`config.mk`:
```
export PLATFORM = sky130hd
export DESIGN_NAME = bmm_memory
export DESIGN_NICKNAME = d
export VERILOG_FILES = /design/src/pkg/bmm_pkg.sv /design/src/design/bmm_memory.sv /design/src/design/bmm_crc8.sv
export SDC_FILE = /design/constraint.sdc
export NUM_CORES = 2
export LEC_CHECK = 0
export BUFFER_PORTS_ARGS = -buffer_cell sky130_fd_sc_hd__buf_2
export CORE_MARGIN = 5
export CORE_UTILIZATION = 30
export DETAILED_ROUTE_END_ITERATION = 10
export PLACE_DENSITY = 0.55
export SLEW_MARGIN = 25
export SYNTH_ARGS = -nofsm -noshare
export SYNTH_HDL_FRONTEND = slang
export SYNTH_HIERARCHICAL = 1
export SYNTH_SLANG_ARGS = --single-unit
```
`constraint.sdc`:
```
create_clock -name mclk_in -period 3.6 [get_ports mclk_in]
set_input_delay 0.72 -clock mclk_in [delete_from_list [all_inputs] [get_ports mclk_in]]
set_output_delay 0.72 -clock mclk_in [all_outputs]
set_load 0.05 [all_outputs]
```
`src/pkg/bmm_pkg.sv`:
```
// shared constants, command/answer carriers and timing for the battery monitor memory block
package bmm_pkg;

	// ==========================================================================
	// memory geometry
	localparam int           PAGES          = 8;
	localparam logic [2:0]   PG_STATUS      = 3'h0;
	localparam logic [2:0]   PG_COUNTERS    = 3'h1;
	localparam logic [2:0]   PG_STAMPS      = 3'h2;
	localparam logic [2:0]   PG_TOTALS      = 3'h7;
	localparam logic [2:0]   BYTE_LAST      = 3'h7;
	localparam logic [2:0]   ID_BYTE_LAST   = 3'h6;
	localparam logic [3:0]   CRC_BYTE_IDX   = 4'h8;

	// ==========================================================================
	// status/configuration byte layout and reset value
	localparam int           ST_MEAS_EN     = 0;
	localparam int           ST_TOT_EN      = 1;
	localparam int           ST_SHADOW      = 2;
	localparam int           ST_VSEL        = 3;
	localparam logic [7:0]   STATUS_RST     = 8'h0F;
	localparam logic [7:0]   STATUS_WR_MASK = 8'h0F;
	localparam logic [7:0]   RSVD_FILL      = 8'hFF;
	localparam logic [7:0]   PAGE0_WR_MASK  = 8'h81;
	localparam logic [7:0]   PAGE1_WR_MASK  = 8'h7F;
	localparam logic [7:0]   FULL_WR_MASK   = 8'hFF;
	localparam logic [7:0]   ICA_MAX        = 8'hFF;

	// ==========================================================================
	// crc generator x^8 + x^5 + x^4 + 1, lsb-first (reflected) form
	localparam logic [7:0]   CRC_POLY_REFL  = 8'h8C;
	localparam logic [7:0]   CRC_INIT       = 8'h00;

	// ==========================================================================
	// identity, values arbitrary
	localparam logic [7:0]   FAMILY_CODE    = 8'h5A;
	localparam logic [47:0]  SERIAL_NUMBER  = 48'h0000_1234_5678;

	// ==========================================================================
	// timing
	localparam longint       CLK_HZ         = 50_000_000;
	localparam longint       NV_COPY_MS     = 2;
	localparam longint       VCONV_MS       = 10;
	localparam longint       TCONV_MS       = 10;
	localparam longint       SAMPLE_CHZ     = 3641;
	localparam longint       SECOND_S       = 1;
	localparam int unsigned  NV_COPY_CYC    = int'((NV_COPY_MS * CLK_HZ + 999) / 1000);
	localparam int unsigned  VCONV_CYC      = int'((VCONV_MS * CLK_HZ) / 1000);
	localparam int unsigned  TCONV_CYC      = int'((TCONV_MS * CLK_HZ) / 1000);
	localparam int unsigned  SAMPLE_CYC     = int'((CLK_HZ * 100) / SAMPLE_CHZ);
	localparam int unsigned  SECOND_CYC     = int'(SECOND_S * CLK_HZ);

	// ==========================================================================
	// command port carriers
	typedef enum logic [2:0] {
		OP_WRITE_SP = 3'h0,
		OP_READ_SP  = 3'h1,
		OP_COPY_SP  = 3'h2,
		OP_RECALL   = 3'h3,
		OP_CONV_T   = 3'h4,
		OP_CONV_V   = 3'h5
	} bmm_op_e;

	typedef struct packed {
		logic          valid;
		bmm_op_e       op;
		logic [2:0]    page;
		logic [3:0]    addr;
		logic [7:0]    data;
	} bmm_cmd_s;

	typedef struct packed {
		logic          valid;
		logic [7:0]    data;
	} bmm_rsp_s;

	typedef struct packed {
		logic [15:0]   temp_result;
		logic [15:0]   volt_supply;
		logic [15:0]   general_analog_input;
		logic [15:0]   current;
		logic          charge_inc;
		logic          discharge_inc;
	} bmm_meas_s;

	typedef struct packed {
		logic          current_meas_enable;
		logic          totals_enable;
		logic          totals_shadow_enable;
		logic          volt_sel;
		logic [7:0]    threshold;
		logic          current_sample;
		logic          temp_busy_flag;
		logic          nonvol_write_busy;
		logic          voltage_conv_busy;
	} bmm_ctrl_s;

endpackage

```
`src/design/bmm_memory.sv`:
```
// scratchpad, page store, status/configuration and crc logic of the battery monitor
//
// How it works
// - identity word: family, serial, crc byte
// - crc polynomial x^8 + x^5 + x^4 + 1
// - crc starts zero, lsb first, 56 bits
// - ninth scratchpad byte is its crc
// - crc mismatch never blocks any command
// - eight pages of eight bytes, scratchpad each
// - writes land in scratchpad; copy moves to page
// - status byte bit layout, bit 7 ignored
// - measure enable runs current sampling and counter
// - totals enable keeps totals in page 7
// - shadow bit copies each total increment
// - select bit routes supply or analog input
// - temperature busy while conversion runs
// - nonvolatile busy while copy to storage
// - voltage busy while voltage conversion runs
// - page 0 byte map, only 0,7 writable
// - scratchpad status and threshold govern operation
// - page 1: seconds, counter, offset
// - page 1 byte 7 reads all ones
// - page 2 holds two timestamps
`timescale 1ns/1ps
module bmm_memory
	import bmm_pkg::*;
#(
	parameter int unsigned NV_COPY_CYCLES = NV_COPY_CYC,
	parameter int unsigned VCONV_CYCLES   = VCONV_CYC,
	parameter int unsigned TCONV_CYCLES   = TCONV_CYC,
	parameter int unsigned SAMPLE_CYCLES  = SAMPLE_CYC,
	parameter int unsigned SECOND_CYCLES  = SECOND_CYC
)
(
	// clock and reset
	input  wire logic        mclk_in,
	input  wire logic        rst_in,
	// command port from the bus front end
	input  wire logic        rom_ok_in,
	input  wire bmm_cmd_s    cmd_in,
	output logic             cmd_ready_out,
	output bmm_rsp_s         rsp_out,
	// measurement side
	input  wire bmm_meas_s   meas_in,
	output bmm_ctrl_s        ctrl_out,
	// identity
	output logic [63:0]      id_word_out
);

	typedef enum logic [3:0] {
		ST_IDCRC = 4'b0001,
		ST_IDLE  = 4'b0010,
		ST_CRC   = 4'b0100,
		ST_DONE  = 4'b1000
	} bmm_state_e;

	typedef struct packed {
		bmm_state_e             st;
		logic [2:0]             idx;
		logic [2:0]             page;
		logic                   for_id;
		logic                   ready;
		logic [7:0][7:0][7:0]   sp;
		logic [7:0][7:0][7:0]   mem;
		logic [63:0]            id_word;
		logic [15:0]            chg_tot;
		logic [15:0]            dis_tot;
		logic [31:0]            nv_cnt;
		logic [31:0]            t_cnt;
		logic [31:0]            v_cnt;
		logic [31:0]            smp_cnt;
		logic [31:0]            sec_cnt;
		bmm_rsp_s               rsp;
		bmm_ctrl_s              ctl;
	} bmm_main_s;

	localparam logic [55:0] ID_BODY = {SERIAL_NUMBER, FAMILY_CODE};

	bmm_main_s   s;
	bmm_main_s   n;
	logic        crc_clr;
	logic        crc_vld;
	logic [7:0]  crc_byte;
	logic [7:0]  crc_val;
	logic [7:0]  cfg;
	logic        meas_en;
	logic        tot_en;
	logic        shadow_on;
	logic        cmd_take;
	logic [2:0]  busy3;
	logic [15:0] vres;
	logic [7:0]  cmd_mask;

	// ==========================================================================
	// shared crc engine: identity at start-up, scratchpad on ninth-byte reads
	bmm_crc8 u_crc (
		.mclk_in  (mclk_in),
		.rst_in   (rst_in),
		.clear_in (crc_clr),
		.valid_in (crc_vld),
		.byte_in  (crc_byte),
		.crc_out  (crc_val)
	);

	// ==========================================================================
	// writable bytes of each page; measurement bytes of page 0 are read-only
	function automatic logic [7:0] wr_mask(input logic [2:0] p);
		if (p == PG_STATUS)
			return PAGE0_WR_MASK;
		else if (p == PG_COUNTERS)
			return PAGE1_WR_MASK;
		else
			return FULL_WR_MASK;
	endfunction

	// scratchpad read view with live busy bits and the all-ones reserved byte
	function automatic logic [7:0] sp_view(input logic [2:0] p, input logic [2:0] i);
		logic [7:0] v;
		v = s.sp[p][i];
		if (p == PG_STATUS && i == 3'h0)
			v = {1'b0, busy3, s.sp[p][i][3:0]};
		else if (p == PG_COUNTERS && i == BYTE_LAST)
			v = RSVD_FILL;
		return v;
	endfunction

	// ==========================================================================
	// operation follows the scratchpad copy of status and threshold
	assign cfg       = s.sp[PG_STATUS][0];
	assign meas_en   = cfg[ST_MEAS_EN];
	assign tot_en    = meas_en & cfg[ST_TOT_EN];
	assign shadow_on = tot_en & cfg[ST_SHADOW];
	assign busy3     = {s.ctl.voltage_conv_busy, s.ctl.nonvol_write_busy, s.ctl.temp_busy_flag};
	assign cmd_mask  = wr_mask(cmd_in.page);
	assign vres      = cfg[ST_VSEL] ? meas_in.volt_supply
	                                : meas_in.general_analog_input;
	// commands are not taken until the rom sequence is done; crc results never gate
	assign cmd_take  = (s.st == ST_IDLE) & cmd_in.valid & rom_ok_in;

	// ==========================================================================
	// next-state logic
	always_comb
	begin
		n = s;
		n.rsp.valid = 1'b0;
		n.ctl.current_sample = 1'b0;
		crc_clr = 1'b0;
		crc_vld = 1'b0;
		crc_byte = 8'h00;

		// one-second tick for the elapsed-seconds count
		if (s.sec_cnt == 32'(SECOND_CYCLES - 1))
		begin
			n.sec_cnt = 32'h0;
			n.mem[PG_COUNTERS][3:0] = s.mem[PG_COUNTERS][3:0] + 32'h1;
		end
		else
			n.sec_cnt = s.sec_cnt + 32'h1;

		// current sampling only while measurement is enabled
		if (!meas_en)
			n.smp_cnt = 32'h0;
		else if (s.smp_cnt == 32'(SAMPLE_CYCLES - 1))
		begin
			n.smp_cnt = 32'h0;
			n.mem[PG_STATUS][6:5] = meas_in.current;
			n.ctl.current_sample = 1'b1;
		end
		else
			n.smp_cnt = s.smp_cnt + 32'h1;

		// remaining charge counter and totals; counter floors at zero
		if (meas_en && meas_in.charge_inc)
		begin
			if (s.mem[PG_COUNTERS][4] != ICA_MAX)
				n.mem[PG_COUNTERS][4] = s.mem[PG_COUNTERS][4] + 8'h1;
			if (tot_en)
				n.chg_tot = s.chg_tot + 16'h1;
			if (shadow_on)
				n.mem[PG_TOTALS][5:4] = s.chg_tot + 16'h1;
		end
		if (meas_en && meas_in.discharge_inc)
		begin
			if (s.mem[PG_COUNTERS][4] != 8'h00)
				n.mem[PG_COUNTERS][4] = s.mem[PG_COUNTERS][4] - 8'h1;
			if (tot_en)
				n.dis_tot = s.dis_tot + 16'h1;
			if (shadow_on)
				n.mem[PG_TOTALS][7:6] = s.dis_tot + 16'h1;
		end

		// busy timers; results land in page 0 when a conversion ends
		if (s.ctl.nonvol_write_busy)
		begin
			n.nv_cnt = s.nv_cnt - 32'h1;
			if (s.nv_cnt == 32'h1)
				n.ctl.nonvol_write_busy = 1'b0;
		end
		if (s.ctl.temp_busy_flag)
		begin
			n.t_cnt = s.t_cnt - 32'h1;
			if (s.t_cnt == 32'h1)
			begin
				n.ctl.temp_busy_flag = 1'b0;
				n.mem[PG_STATUS][2:1] = meas_in.temp_result;
			end
		end
		if (s.ctl.voltage_conv_busy)
		begin
			n.v_cnt = s.v_cnt - 32'h1;
			if (s.v_cnt == 32'h1)
			begin
				n.ctl.voltage_conv_busy = 1'b0;
				n.mem[PG_STATUS][4:3] = vres;
			end
		end

		case (s.st)
			ST_IDCRC:
			begin
				// identity crc over family code then serial, lsb first
				crc_vld = 1'b1;
				crc_byte = ID_BODY[{s.idx, 3'b000} +: 8];
				n.idx = s.idx + 3'h1;
				if (s.idx == ID_BYTE_LAST)
					n.st = ST_DONE;
			end
			ST_IDLE:
			begin
				if (cmd_take)
				begin
					n.page = cmd_in.page;
					case (cmd_in.op)
						OP_WRITE_SP:
						begin
							if (!cmd_in.addr[3] && cmd_mask[cmd_in.addr[2:0]])
							begin
								if (cmd_in.page == PG_STATUS && cmd_in.addr[2:0] == 3'h0)
									n.sp[PG_STATUS][0] = cmd_in.data & STATUS_WR_MASK;
								else
									n.sp[cmd_in.page][cmd_in.addr[2:0]] = cmd_in.data;
							end
						end
						OP_READ_SP:
						begin
							if (cmd_in.addr == CRC_BYTE_IDX)
							begin
								crc_clr = 1'b1;
								n.idx = 3'h0;
								n.st = ST_CRC;
							end
							else
							begin
								n.rsp.valid = 1'b1;
								n.rsp.data = sp_view(cmd_in.page, cmd_in.addr[2:0]);
							end
						end
						OP_COPY_SP:
						begin
							// copies that touch storage are refused while storage is busy
							if (cmd_in.page == PG_STAMPS || !s.ctl.nonvol_write_busy)
							begin
								for (int i = 0; i < 8; i++)
									if (cmd_mask[i])
										n.mem[cmd_in.page][i] = s.sp[cmd_in.page][i];
								if (cmd_in.page == PG_TOTALS && tot_en)
								begin
									n.chg_tot = s.sp[PG_TOTALS][5:4];
									n.dis_tot = s.sp[PG_TOTALS][7:6];
								end
								if (cmd_in.page != PG_STAMPS)
								begin
									n.ctl.nonvol_write_busy = 1'b1;
									n.nv_cnt = 32'(NV_COPY_CYCLES);
								end
							end
						end
						OP_RECALL:
						begin
							n.sp[cmd_in.page] = s.mem[cmd_in.page];
							if (cmd_in.page == PG_STATUS)
								n.sp[PG_STATUS][0] = s.mem[PG_STATUS][0] & STATUS_WR_MASK;
							if (cmd_in.page == PG_TOTALS && tot_en)
								n.sp[PG_TOTALS][7:4] = {s.dis_tot, s.chg_tot};
						end
						OP_CONV_T:
						begin
							if (!s.ctl.temp_busy_flag)
							begin
								n.ctl.temp_busy_flag = 1'b1;
								n.t_cnt = 32'(TCONV_CYCLES);
							end
						end
						OP_CONV_V:
						begin
							if (!s.ctl.voltage_conv_busy)
							begin
								n.ctl.voltage_conv_busy = 1'b1;
								n.v_cnt = 32'(VCONV_CYCLES);
							end
						end
						default:
						begin
							n.page = s.page;
						end
					endcase
				end
			end
			ST_CRC:
			begin
				// feed the eight scratchpad bytes, one per cycle, after the ninth-byte read
				crc_vld = 1'b1;
				crc_byte = sp_view(s.page, s.idx);
				n.idx = s.idx + 3'h1;
				if (s.idx == BYTE_LAST)
					n.st = ST_DONE;
			end
			ST_DONE:
			begin
				if (s.for_id)
				begin
					n.id_word = {crc_val, ID_BODY};
					n.for_id = 1'b0;
				end
				else
				begin
					n.rsp.valid = 1'b1;
					n.rsp.data = crc_val;
				end
				n.st = ST_IDLE;
			end
			default:
			begin
				n.st = ST_IDLE;
			end
		endcase

		// outputs follow the scratchpad configuration
		n.ready = (n.st == ST_IDLE);
		n.ctl.current_meas_enable = meas_en;
		n.ctl.totals_enable = tot_en;
		n.ctl.totals_shadow_enable = shadow_on;
		n.ctl.volt_sel = cfg[ST_VSEL];
		n.ctl.threshold = s.sp[PG_STATUS][BYTE_LAST];
	end

	// ==========================================================================
	// state register; status defaults to all features on, reserved byte all ones
	always_ff @(posedge mclk_in)
	begin
		if (rst_in)
		begin
			s <= '0;
			s.st <= ST_IDCRC;
			s.for_id <= 1'b1;
			s.sp[PG_STATUS][0] <= STATUS_RST;
			s.mem[PG_STATUS][0] <= STATUS_RST;
			s.sp[PG_COUNTERS][BYTE_LAST] <= RSVD_FILL;
			s.mem[PG_COUNTERS][BYTE_LAST] <= RSVD_FILL;
		end
		else
			s <= n;
	end

	assign cmd_ready_out = s.ready;
	assign rsp_out       = s.rsp;
	assign ctrl_out      = s.ctl;
	assign id_word_out   = s.id_word;

	// ==========================================================================
	// checks
	a_nvb_copy_start: assert property (@(posedge mclk_in) disable iff (rst_in)
		cmd_take && cmd_in.op == OP_COPY_SP && cmd_in.page != PG_STAMPS
		&& !s.ctl.nonvol_write_busy |=> ctrl_out.nonvol_write_busy)
		else $error("copy to storage did not raise busy");
	a_nvb_hold_min: assert property (@(posedge mclk_in) disable iff (rst_in)
		$rose(ctrl_out.nonvol_write_busy) |-> ctrl_out.nonvol_write_busy [*8])
		else $error("storage busy dropped too early");
	a_rsvd_all_ones: assert property (@(posedge mclk_in) disable iff (rst_in)
		cmd_take && cmd_in.op == OP_READ_SP && cmd_in.page == PG_COUNTERS
		&& cmd_in.addr == 4'h7 |=> rsp_out.valid && rsp_out.data == 8'hFF)
		else $error("reserved byte not all ones");
	a_crc_read_time: assert property (@(posedge mclk_in) disable iff (rst_in)
		cmd_take && cmd_in.op == OP_READ_SP && cmd_in.addr == CRC_BYTE_IDX
		|=> !rsp_out.valid [*8] ##1 !rsp_out.valid ##1 rsp_out.valid)
		else $error("crc byte answer not on the tenth cycle");
	a_rom_gate_idle: assert property (@(posedge mclk_in) disable iff (rst_in)
		s.st == ST_IDLE && cmd_in.valid && !rom_ok_in |=> !rsp_out.valid)
		else $error("command answered before rom sequence");
	a_status_live: assert property (@(posedge mclk_in) disable iff (rst_in)
		cmd_take && cmd_in.op == OP_READ_SP && cmd_in.page == PG_STATUS
		&& cmd_in.addr == 4'h0 |=> rsp_out.data[6:4] == $past(busy3) && !rsp_out.data[7])
		else $error("status byte busy bits wrong");
	a_volt_route: assert property (@(posedge mclk_in) disable iff (rst_in)
		$fell(ctrl_out.voltage_conv_busy) |-> s.mem[PG_STATUS][4:3] == $past(vres))
		else $error("voltage result from wrong input");
	a_meas_off: assert property (@(posedge mclk_in) disable iff (rst_in)
		!meas_en |=> !ctrl_out.current_sample ##1 !ctrl_out.current_sample)
		else $error("current sampled while disabled");
	a_cfg_follow: assert property (@(posedge mclk_in) disable iff (rst_in)
		cfg[ST_TOT_EN] && cfg[ST_MEAS_EN] |=> ctrl_out.totals_enable)
		else $error("totals enable does not follow scratchpad");

endmodule

```
`src/design/bmm_crc8.sv`:
```
// byte-wide crc-8 accumulator, eight lsb-first shift steps per accepted byte
`timescale 1ns/1ps
module bmm_crc8
	import bmm_pkg::*;
(
	// clock and reset
	input  wire logic        mclk_in,
	input  wire logic        rst_in,
	// byte stream
	input  wire logic        clear_in,
	input  wire logic        valid_in,
	input  wire logic [7:0]  byte_in,
	// result
	output logic      [7:0]  crc_out
);

	typedef struct packed {
		logic [7:0] crc;
	} bmm_crc_s;

	bmm_crc_s s;
	bmm_crc_s s_nxt;

	// ==========================================================================
	// shift each bit in, lsb first; clear wins over a byte in the same cycle
	always_comb
	begin
		logic [7:0] c;
		logic       fb;
		c = s.crc;
		fb = 1'b0;
		for (int i = 0; i < 8; i++)
		begin
			fb = c[0] ^ byte_in[i];
			c = c >> 1;
			if (fb)
				c = c ^ CRC_POLY_REFL;
		end
		s_nxt = s;
		if (clear_in)
			s_nxt.crc = CRC_INIT;
		else if (valid_in)
			s_nxt.crc = c;
	end

	// ==========================================================================
	always_ff @(posedge mclk_in)
	begin
		if (rst_in)
			s <= '{crc: CRC_INIT};
		else
			s <= s_nxt;
	end

	assign crc_out = s.crc;

endmodule

```
* After elaboration in Yosys (flattened, before gate mapping) *
Index checks and enable logic that the tools add are counted.

storage, ports and cells
  flip-flop bits (word level) = 1,286
  latch bits = 0
  RAM bits = 0
  memory bits (read-only) = 0
  memories = 0

cells by class
  add/subtract/negate cells = 11
  $mul = 0
  divide/modulo/power cells = 0
  $lt $le $gt $ge = 6
  equal/unequal tests = 32
  shifts and indexed selects = 1
  multiplexer cells = 172
  bitwise logic cells = 21
  reductions and logical operators = 35

operators with widths
  cell                     count
  $mux 512                 41
  $bwmux 512               10
  $demux 64 s3             10
  $pmux 512 s2             1
  $bmux 64 s3              3
  $mux 64                  8
  $mux 504                 1
  $mux 32                  12
  $mux 128                 2
  $mux 16                  16
  $mux 8                   24
  $add 32x1->32 const B    3
  $eq 32x1->1 const B      3
  $sub 32x1->32 const B    3
  $mux 56                  1
  $shiftx 56x7->8 const A  1
  $bmux 8 s3               2
  $mux 48                  1
  $mux 40                  1
  $mux 9                   4
  $add 16x1->16 const B    2
  $eq 32x21->1 const B     1
  $eq 32x26->1 const B     1
  $demux 8 s3              1
  other kinds (44)         126

* Depth between registers and ports, before layout *
  word-level depth = 53
  depth in mapped cells = 16
  mapped depth without buffers = 13

* By module *
The synthesis kept the hierarchy.

by module, submodules not included
  module      times used  cells an instance  area each (µm²)  seq. area each (µm²)
  bmm_memory  1           7,220              64,639.5         25,264.2
  bmm_crc8    1           53                 533.0            160.2

* Least setup slack after synthesis *
No wires, ideal clock.

  kind = reg-to-reg
  start = register s[1307] (netlist name)
  end = register u_crc.s (netlist bit u_crc/crc_out[6])
  setup time = 116 ps
  arrival = 3,496 ps
  data required time = 3,484 ps
  slack = -12 ps
  cell stages (with the launch flop) = 14
  cell sequence = dfxtp_1 -> clkbuf_1 -> buf_2 -> buf_2 -> buf_2 -> buf_4 -> mux4_2 -> a2111o_1 -> and3_1 -> xnor2_2 -> xnor3_2 -> xor2_1 -> a21oi_1 -> a31o_2

between the ends
  cells in the longest elaborated chain, start to end = 18
  elaborated cells on any way between the ends = 24
  classes of those cells = eq/ne: 1; mux: 15; bitwise: 5; reduce/logical: 3

ends and longest elaborated chain
  item                           line                                  text
  start, declared                bmm_memory.sv:79                      bmm_main_s s;
  start signal, assigned         bmm_memory.sv:362                     s <= n;
  $bmux 64 s3                    bmm_memory.sv:119, bmm_memory.sv:121
  $mux 64 (implied by the code)  bmm_memory.sv:119, bmm_memory.sv:121
  $bmux 8 s3                     bmm_memory.sv:119, bmm_memory.sv:121
  $mux 8 (implied by the code)   bmm_memory.sv:121                     v = {1'b0, busy3, s.sp[p][i][3:0]};
  $mux 8                         bmm_memory.sv:122                     else if (p == PG_COUNTERS && i == BYTE_LAST)
  $mux 8 *                       bmm_memory.sv:120                     if (p == PG_STATUS && i == 3'h0)
  $pmux 8 s2 *                   bmm_memory.sv:218                     case (s.st)
  named net crc_byte[0]          bmm_memory.sv:83                      logic [7:0] crc_byte;
  $xor 1x1->1 *                  bmm_crc8.sv:34                        fb = c[0] ^ byte_in[i];
  $mux 8 * (3 in series)         bmm_crc8.sv:36                        if (fb)
  $xor 1x1->1 *                  bmm_crc8.sv:34
  $mux 8 * (3 in series)         bmm_crc8.sv:36
  $xor 1x1->1 *                  bmm_crc8.sv:34
  $mux 8 * (2 in series)         bmm_crc8.sv:36
  end signal, assigned           bmm_crc8.sv:50                        s <= '{crc: CRC_INIT};
  end signal, assigned           bmm_crc8.sv:52                        s <= s_nxt;
  end, declared                  bmm_crc8.sv:21                        bmm_crc_s s;

The timed path passes the listed nets; every way through them passes the cells marked *. The select of a mux whose other input is x is not followed.
A chain may end at the register's enable or synchronous reset.

* Worst setup path after layout *
  start = register s[1307] (netlist name)
  end = register u_crc.s (netlist bit u_crc/crc_out[4])

between the ends
  elaborated cells on any way between the ends = 23
  classes of those cells = eq/ne: 1; mux: 15; bitwise: 4; reduce/logical: 3

RTL lines
  item                           line               text
  $bmux 64 s3                    bmm_memory.sv:119  v = s.sp[p][i];
  $mux 64 (implied by the code)  bmm_memory.sv:119
  $bmux 8 s3                     bmm_memory.sv:119
  $mux 8 (implied by the code)   bmm_memory.sv:121
  $mux 8                         bmm_memory.sv:122
  $mux 8 *                       bmm_memory.sv:120
  $pmux 8 s2 *                   bmm_memory.sv:218
  named net crc_byte[4]          bmm_memory.sv:83
  $xor 1x1->1 *                  bmm_crc8.sv:34
  $mux 8 * (4 in series)         bmm_crc8.sv:36

Marked as above.

==> flow_metrics.env <==
export IMPL_status="finished, violations left"
export IMPL_violations="negative setup slack"
export IMPL_placed_area_mm2=0.0725
export IMPL_initial_utilization_pct=30.1
export IMPL_path_clk_slew_ps=60
export IMPL_powerDensity_mw_per_mm2=459
export IMPL_viasPerCell=6.08
export IMPL_maxSlewViolCount=0
export IMPL_place_hpwl_um=224000
export IMPL_drt_iter0_drc=8591
export IMPL_cts_root_buf="clkbuf_16"
export IMPL_synth_top_cells_by_count="dfxtp_1 (1270), nor2_1 (1093), nand2_1 (609), a22oi_1 (441), clkbuf_1 (438)"
export IMPL_endpoint_kind="flip-flop"
export IMPL_utilization_pct=35.8
export IMPL_dieArea_mm2=0.227
export IMPL_worst_ep_required_time_ps=4320
export IMPL_postSynthAreaPerCell_um2=8.96
export IMPL_grt_usage_pct=26.4
export IMPL_wl_um=312000
export IMPL_syn_inst=7273
export IMPL_grt_pass1_wl_um=440000
export IMPL_place_inst=10200
export IMPL_detailedPlace_worstSlack_ps=-290
export IMPL_synth_flop_cell="dfxtp_1"
export IMPL_vdd_drop_max_uv=533
export IMPL_area_growth_pct=19.1
export IMPL_path_max_fanout=8
export IMPL_drive_gt1_share_pct=19.1
export IMPL_hold_class="in -> reg"
export IMPL_worst_slew_pin_slew_ps=1120
export IMPL_final_nets=7619
export IMPL_final_period_utilization_pct=102
export IMPL_detail_route_wl_per_cell_um=29.8
export IMPL_criticalPathCategory="reg -> reg"
export IMPL_io_buffers=138
export IMPL_fin_skew_ps=31.0
export IMPL_ant_nets=0
export IMPL_synth_top_area_share_pct=39.0
export IMPL_cts_sinks=1270
export IMPL_firstDrtPassIters=9
export IMPL_cp_data_arrival_time_ps=4370
export IMPL_final_seq_area_mm2=0.0254
export IMPL_maxCapViolations=0
export IMPL_worstSkewPairLatency_ps=830
export IMPL_core_area_mm2=0.217
export IMPL_cts_tree="built"
export IMPL_grt_pass1_vias=59400
export IMPL_overflow=0
export IMPL_routabilityCongestion=1.04
export IMPL_layoutNonFillerInstCount=10500
export IMPL_leakage_nw=26.5
export IMPL_die_w_um=476
export IMPL_clockBufferDepth=3
export IMPL_drc_errors=0
export IMPL_period_needed_ps=3650
export IMPL_yosysMostFrequentCell="dfxtp_1"
export IMPL_slew_limit_headroom_pct=25.0
export IMPL_synth_area_mm2=0.0652
export IMPL_dr_total_vias=63800
export IMPL_seq_area_frac_synth_pct=39.0
export IMPL_die_h_um=476
export IMPL_grt_max_degree=146
export IMPL_worst_slack_ps=-55.0
export IMPL_std_cell_rows=171
export IMPL_synth_seq_cells=1270
export IMPL_finalSetupViolCount=3
export IMPL_fmax_mhz=274
export IMPL_htree_levels=4
export IMPL_cts_inserted_buffers=147
export IMPL_hold_viol_final=0
export IMPL_final_cell_area_mm2=0.0776
export IMPL_synth_area_leaders="dfxtp_1 (39%), mux4_2 (9.1%), nor2_1 (6.3%)"
export IMPL_start_kind="flip-flop"
export IMPL_async_flop_share_pct=0
export IMPL_fillers=22000
export IMPL_rsz0062_at_grt="false"
export IMPL_synth_edf_count=0
export IMPL_synth_cell_types=92
export IMPL_synth_largest_area_cell="dfxtp_1"
export IMPL_multi_input_comb_area_mm2=0.0366
export IMPL_ios=178
export IMPL_yosysWarnings=6
export IMPL_antenna_found_initial=14
-- metrics by stage --
stage | setup TNS, ps | hold WS (ps) | total power, mW
final | -111 | 120 | 35.6
after global routing | 0 | 114 | 36.5
after CTS | 0 | 77.9 | 35.4
after detailed placement | -1270 | 429 | 19.7
after global placement | -1490 | 427 | 19.8
after floorplan | 0 | 412 | 17.6
-- placed cells by master, fill, tap and decap left out, types with 51 or more instances in the layout --
cell type	count
o21ai_0	99
a221oi_1	51
buf_12	94
buf_2	135
xor2_1	90
buf_4	559
nor3_1	78
nand2_1	593
a22oi_1	441
nor2_1	1089
a22o_1	61
mux4_2	264
nand3_1	124
o2bb2ai_1	55
mux2_2	53
mux2i_1	247
o22ai_1	437
a21oi_1	310
xnor2_1	154
and3_1	51
a211oi_1	386
clkbuf_16	148
nor4_1	56
dfxtp_1	1266
-- routing by layer --
layer | global-route usage [%] | part of all wire (%) | vias to the layer above
met4 | 16.7 | 7.5 | 4
met1 | 34.4 | 40 | 31100
met5 | 0 | 0.016 | -
met2 | 37.3 | 40 | 4189
met3 | 8.84 | 12 | 936
li1 | - | - | 27500
-- worst paths after layout --
| path | start | to | slack, ps | cells past startpoint |
|---|---|---|---|---|
| setup / recovery | s[1307] | u_crc/crc_out[4] | -50 | 13 |
| hold / removal | meas_in[51] | s[290] | 120 | 3 |
| setup reg to reg | s[1307] | u_crc/crc_out[4] | -50 | 13 |
| hold reg to reg | s[405] | s[405] | 450 | 1 |
-- where the power goes --
part | internal, mW | switching (mW)
Clock | 9.14 | 6.64
Sequential | 14.2 | 0.308
Combinational | 2.08 | 3.25
Total | 25.4 | 10.2
-- logic make-up after synthesis --
family | after synthesis | share of synthesized area, %
AND/OR/NAND/NOR | 2305 | 15.6
AO/OA/AOI/OAI | 2070 | 22.2
flip-flops | 1270 | 39.0
buffers and inverters | 789 | 5.44
multiplexers | 564 | 13.8
XOR/XNOR | 252 | 3.46
adder cells (fa/ha/maj) | 22 | 0.422
other | 1 | 0.00575
-- repair_timing --
| item | CTS | global route |
|---|---|---|
| setup endpoints to repair | 8 | 7 |
| hold buffers | 0 | 0 |
| setup buffers | 4 | 6 |
| resized for setup | 0 | 13 |
| pin swaps | 0 | 6 |
| gates cloned | 0 | 0 |
-- layout make-up --
class                           count  area share [%]
Clock buffer                      205            5.45
Multi-Input combinational cell   5252            47.1
Timing Repair Buffer              795            8.82
Inverter                           43           0.216
Tap cell                         2854            4.60
Clock inverter                     61            1.01
Antenna cell                       10          0.0322
Sequential cell                  1270            32.8
-- worst max-delay path, stage by stage (launching register included) --
cell,delay [ps]
dfxtp_4,410
buf_12,160
buf_4,130
mux4_2,480
mux2_2,270
nand2_1,140
o21ai_0,300
a221oi_1,440
a22oi_1,160
xor2_1,190
xnor2_2,190
buf_4,150
xor2_1,160
a2111oi_2,330
-- state kept, by name (all words and copies together) (netlist names) --
| register | cells |
|---|---|
| s | 1211 |
| n | 8 |
| rsp_out | 9 |
| u_crc/crc_out | 8 |
| ctrl_out | 16 |
| id_word_out | 9 |
| cfg | 8 |
| cmd_ready_out | 1 |
No activity file was read; power rests on OpenSTA's default activity.
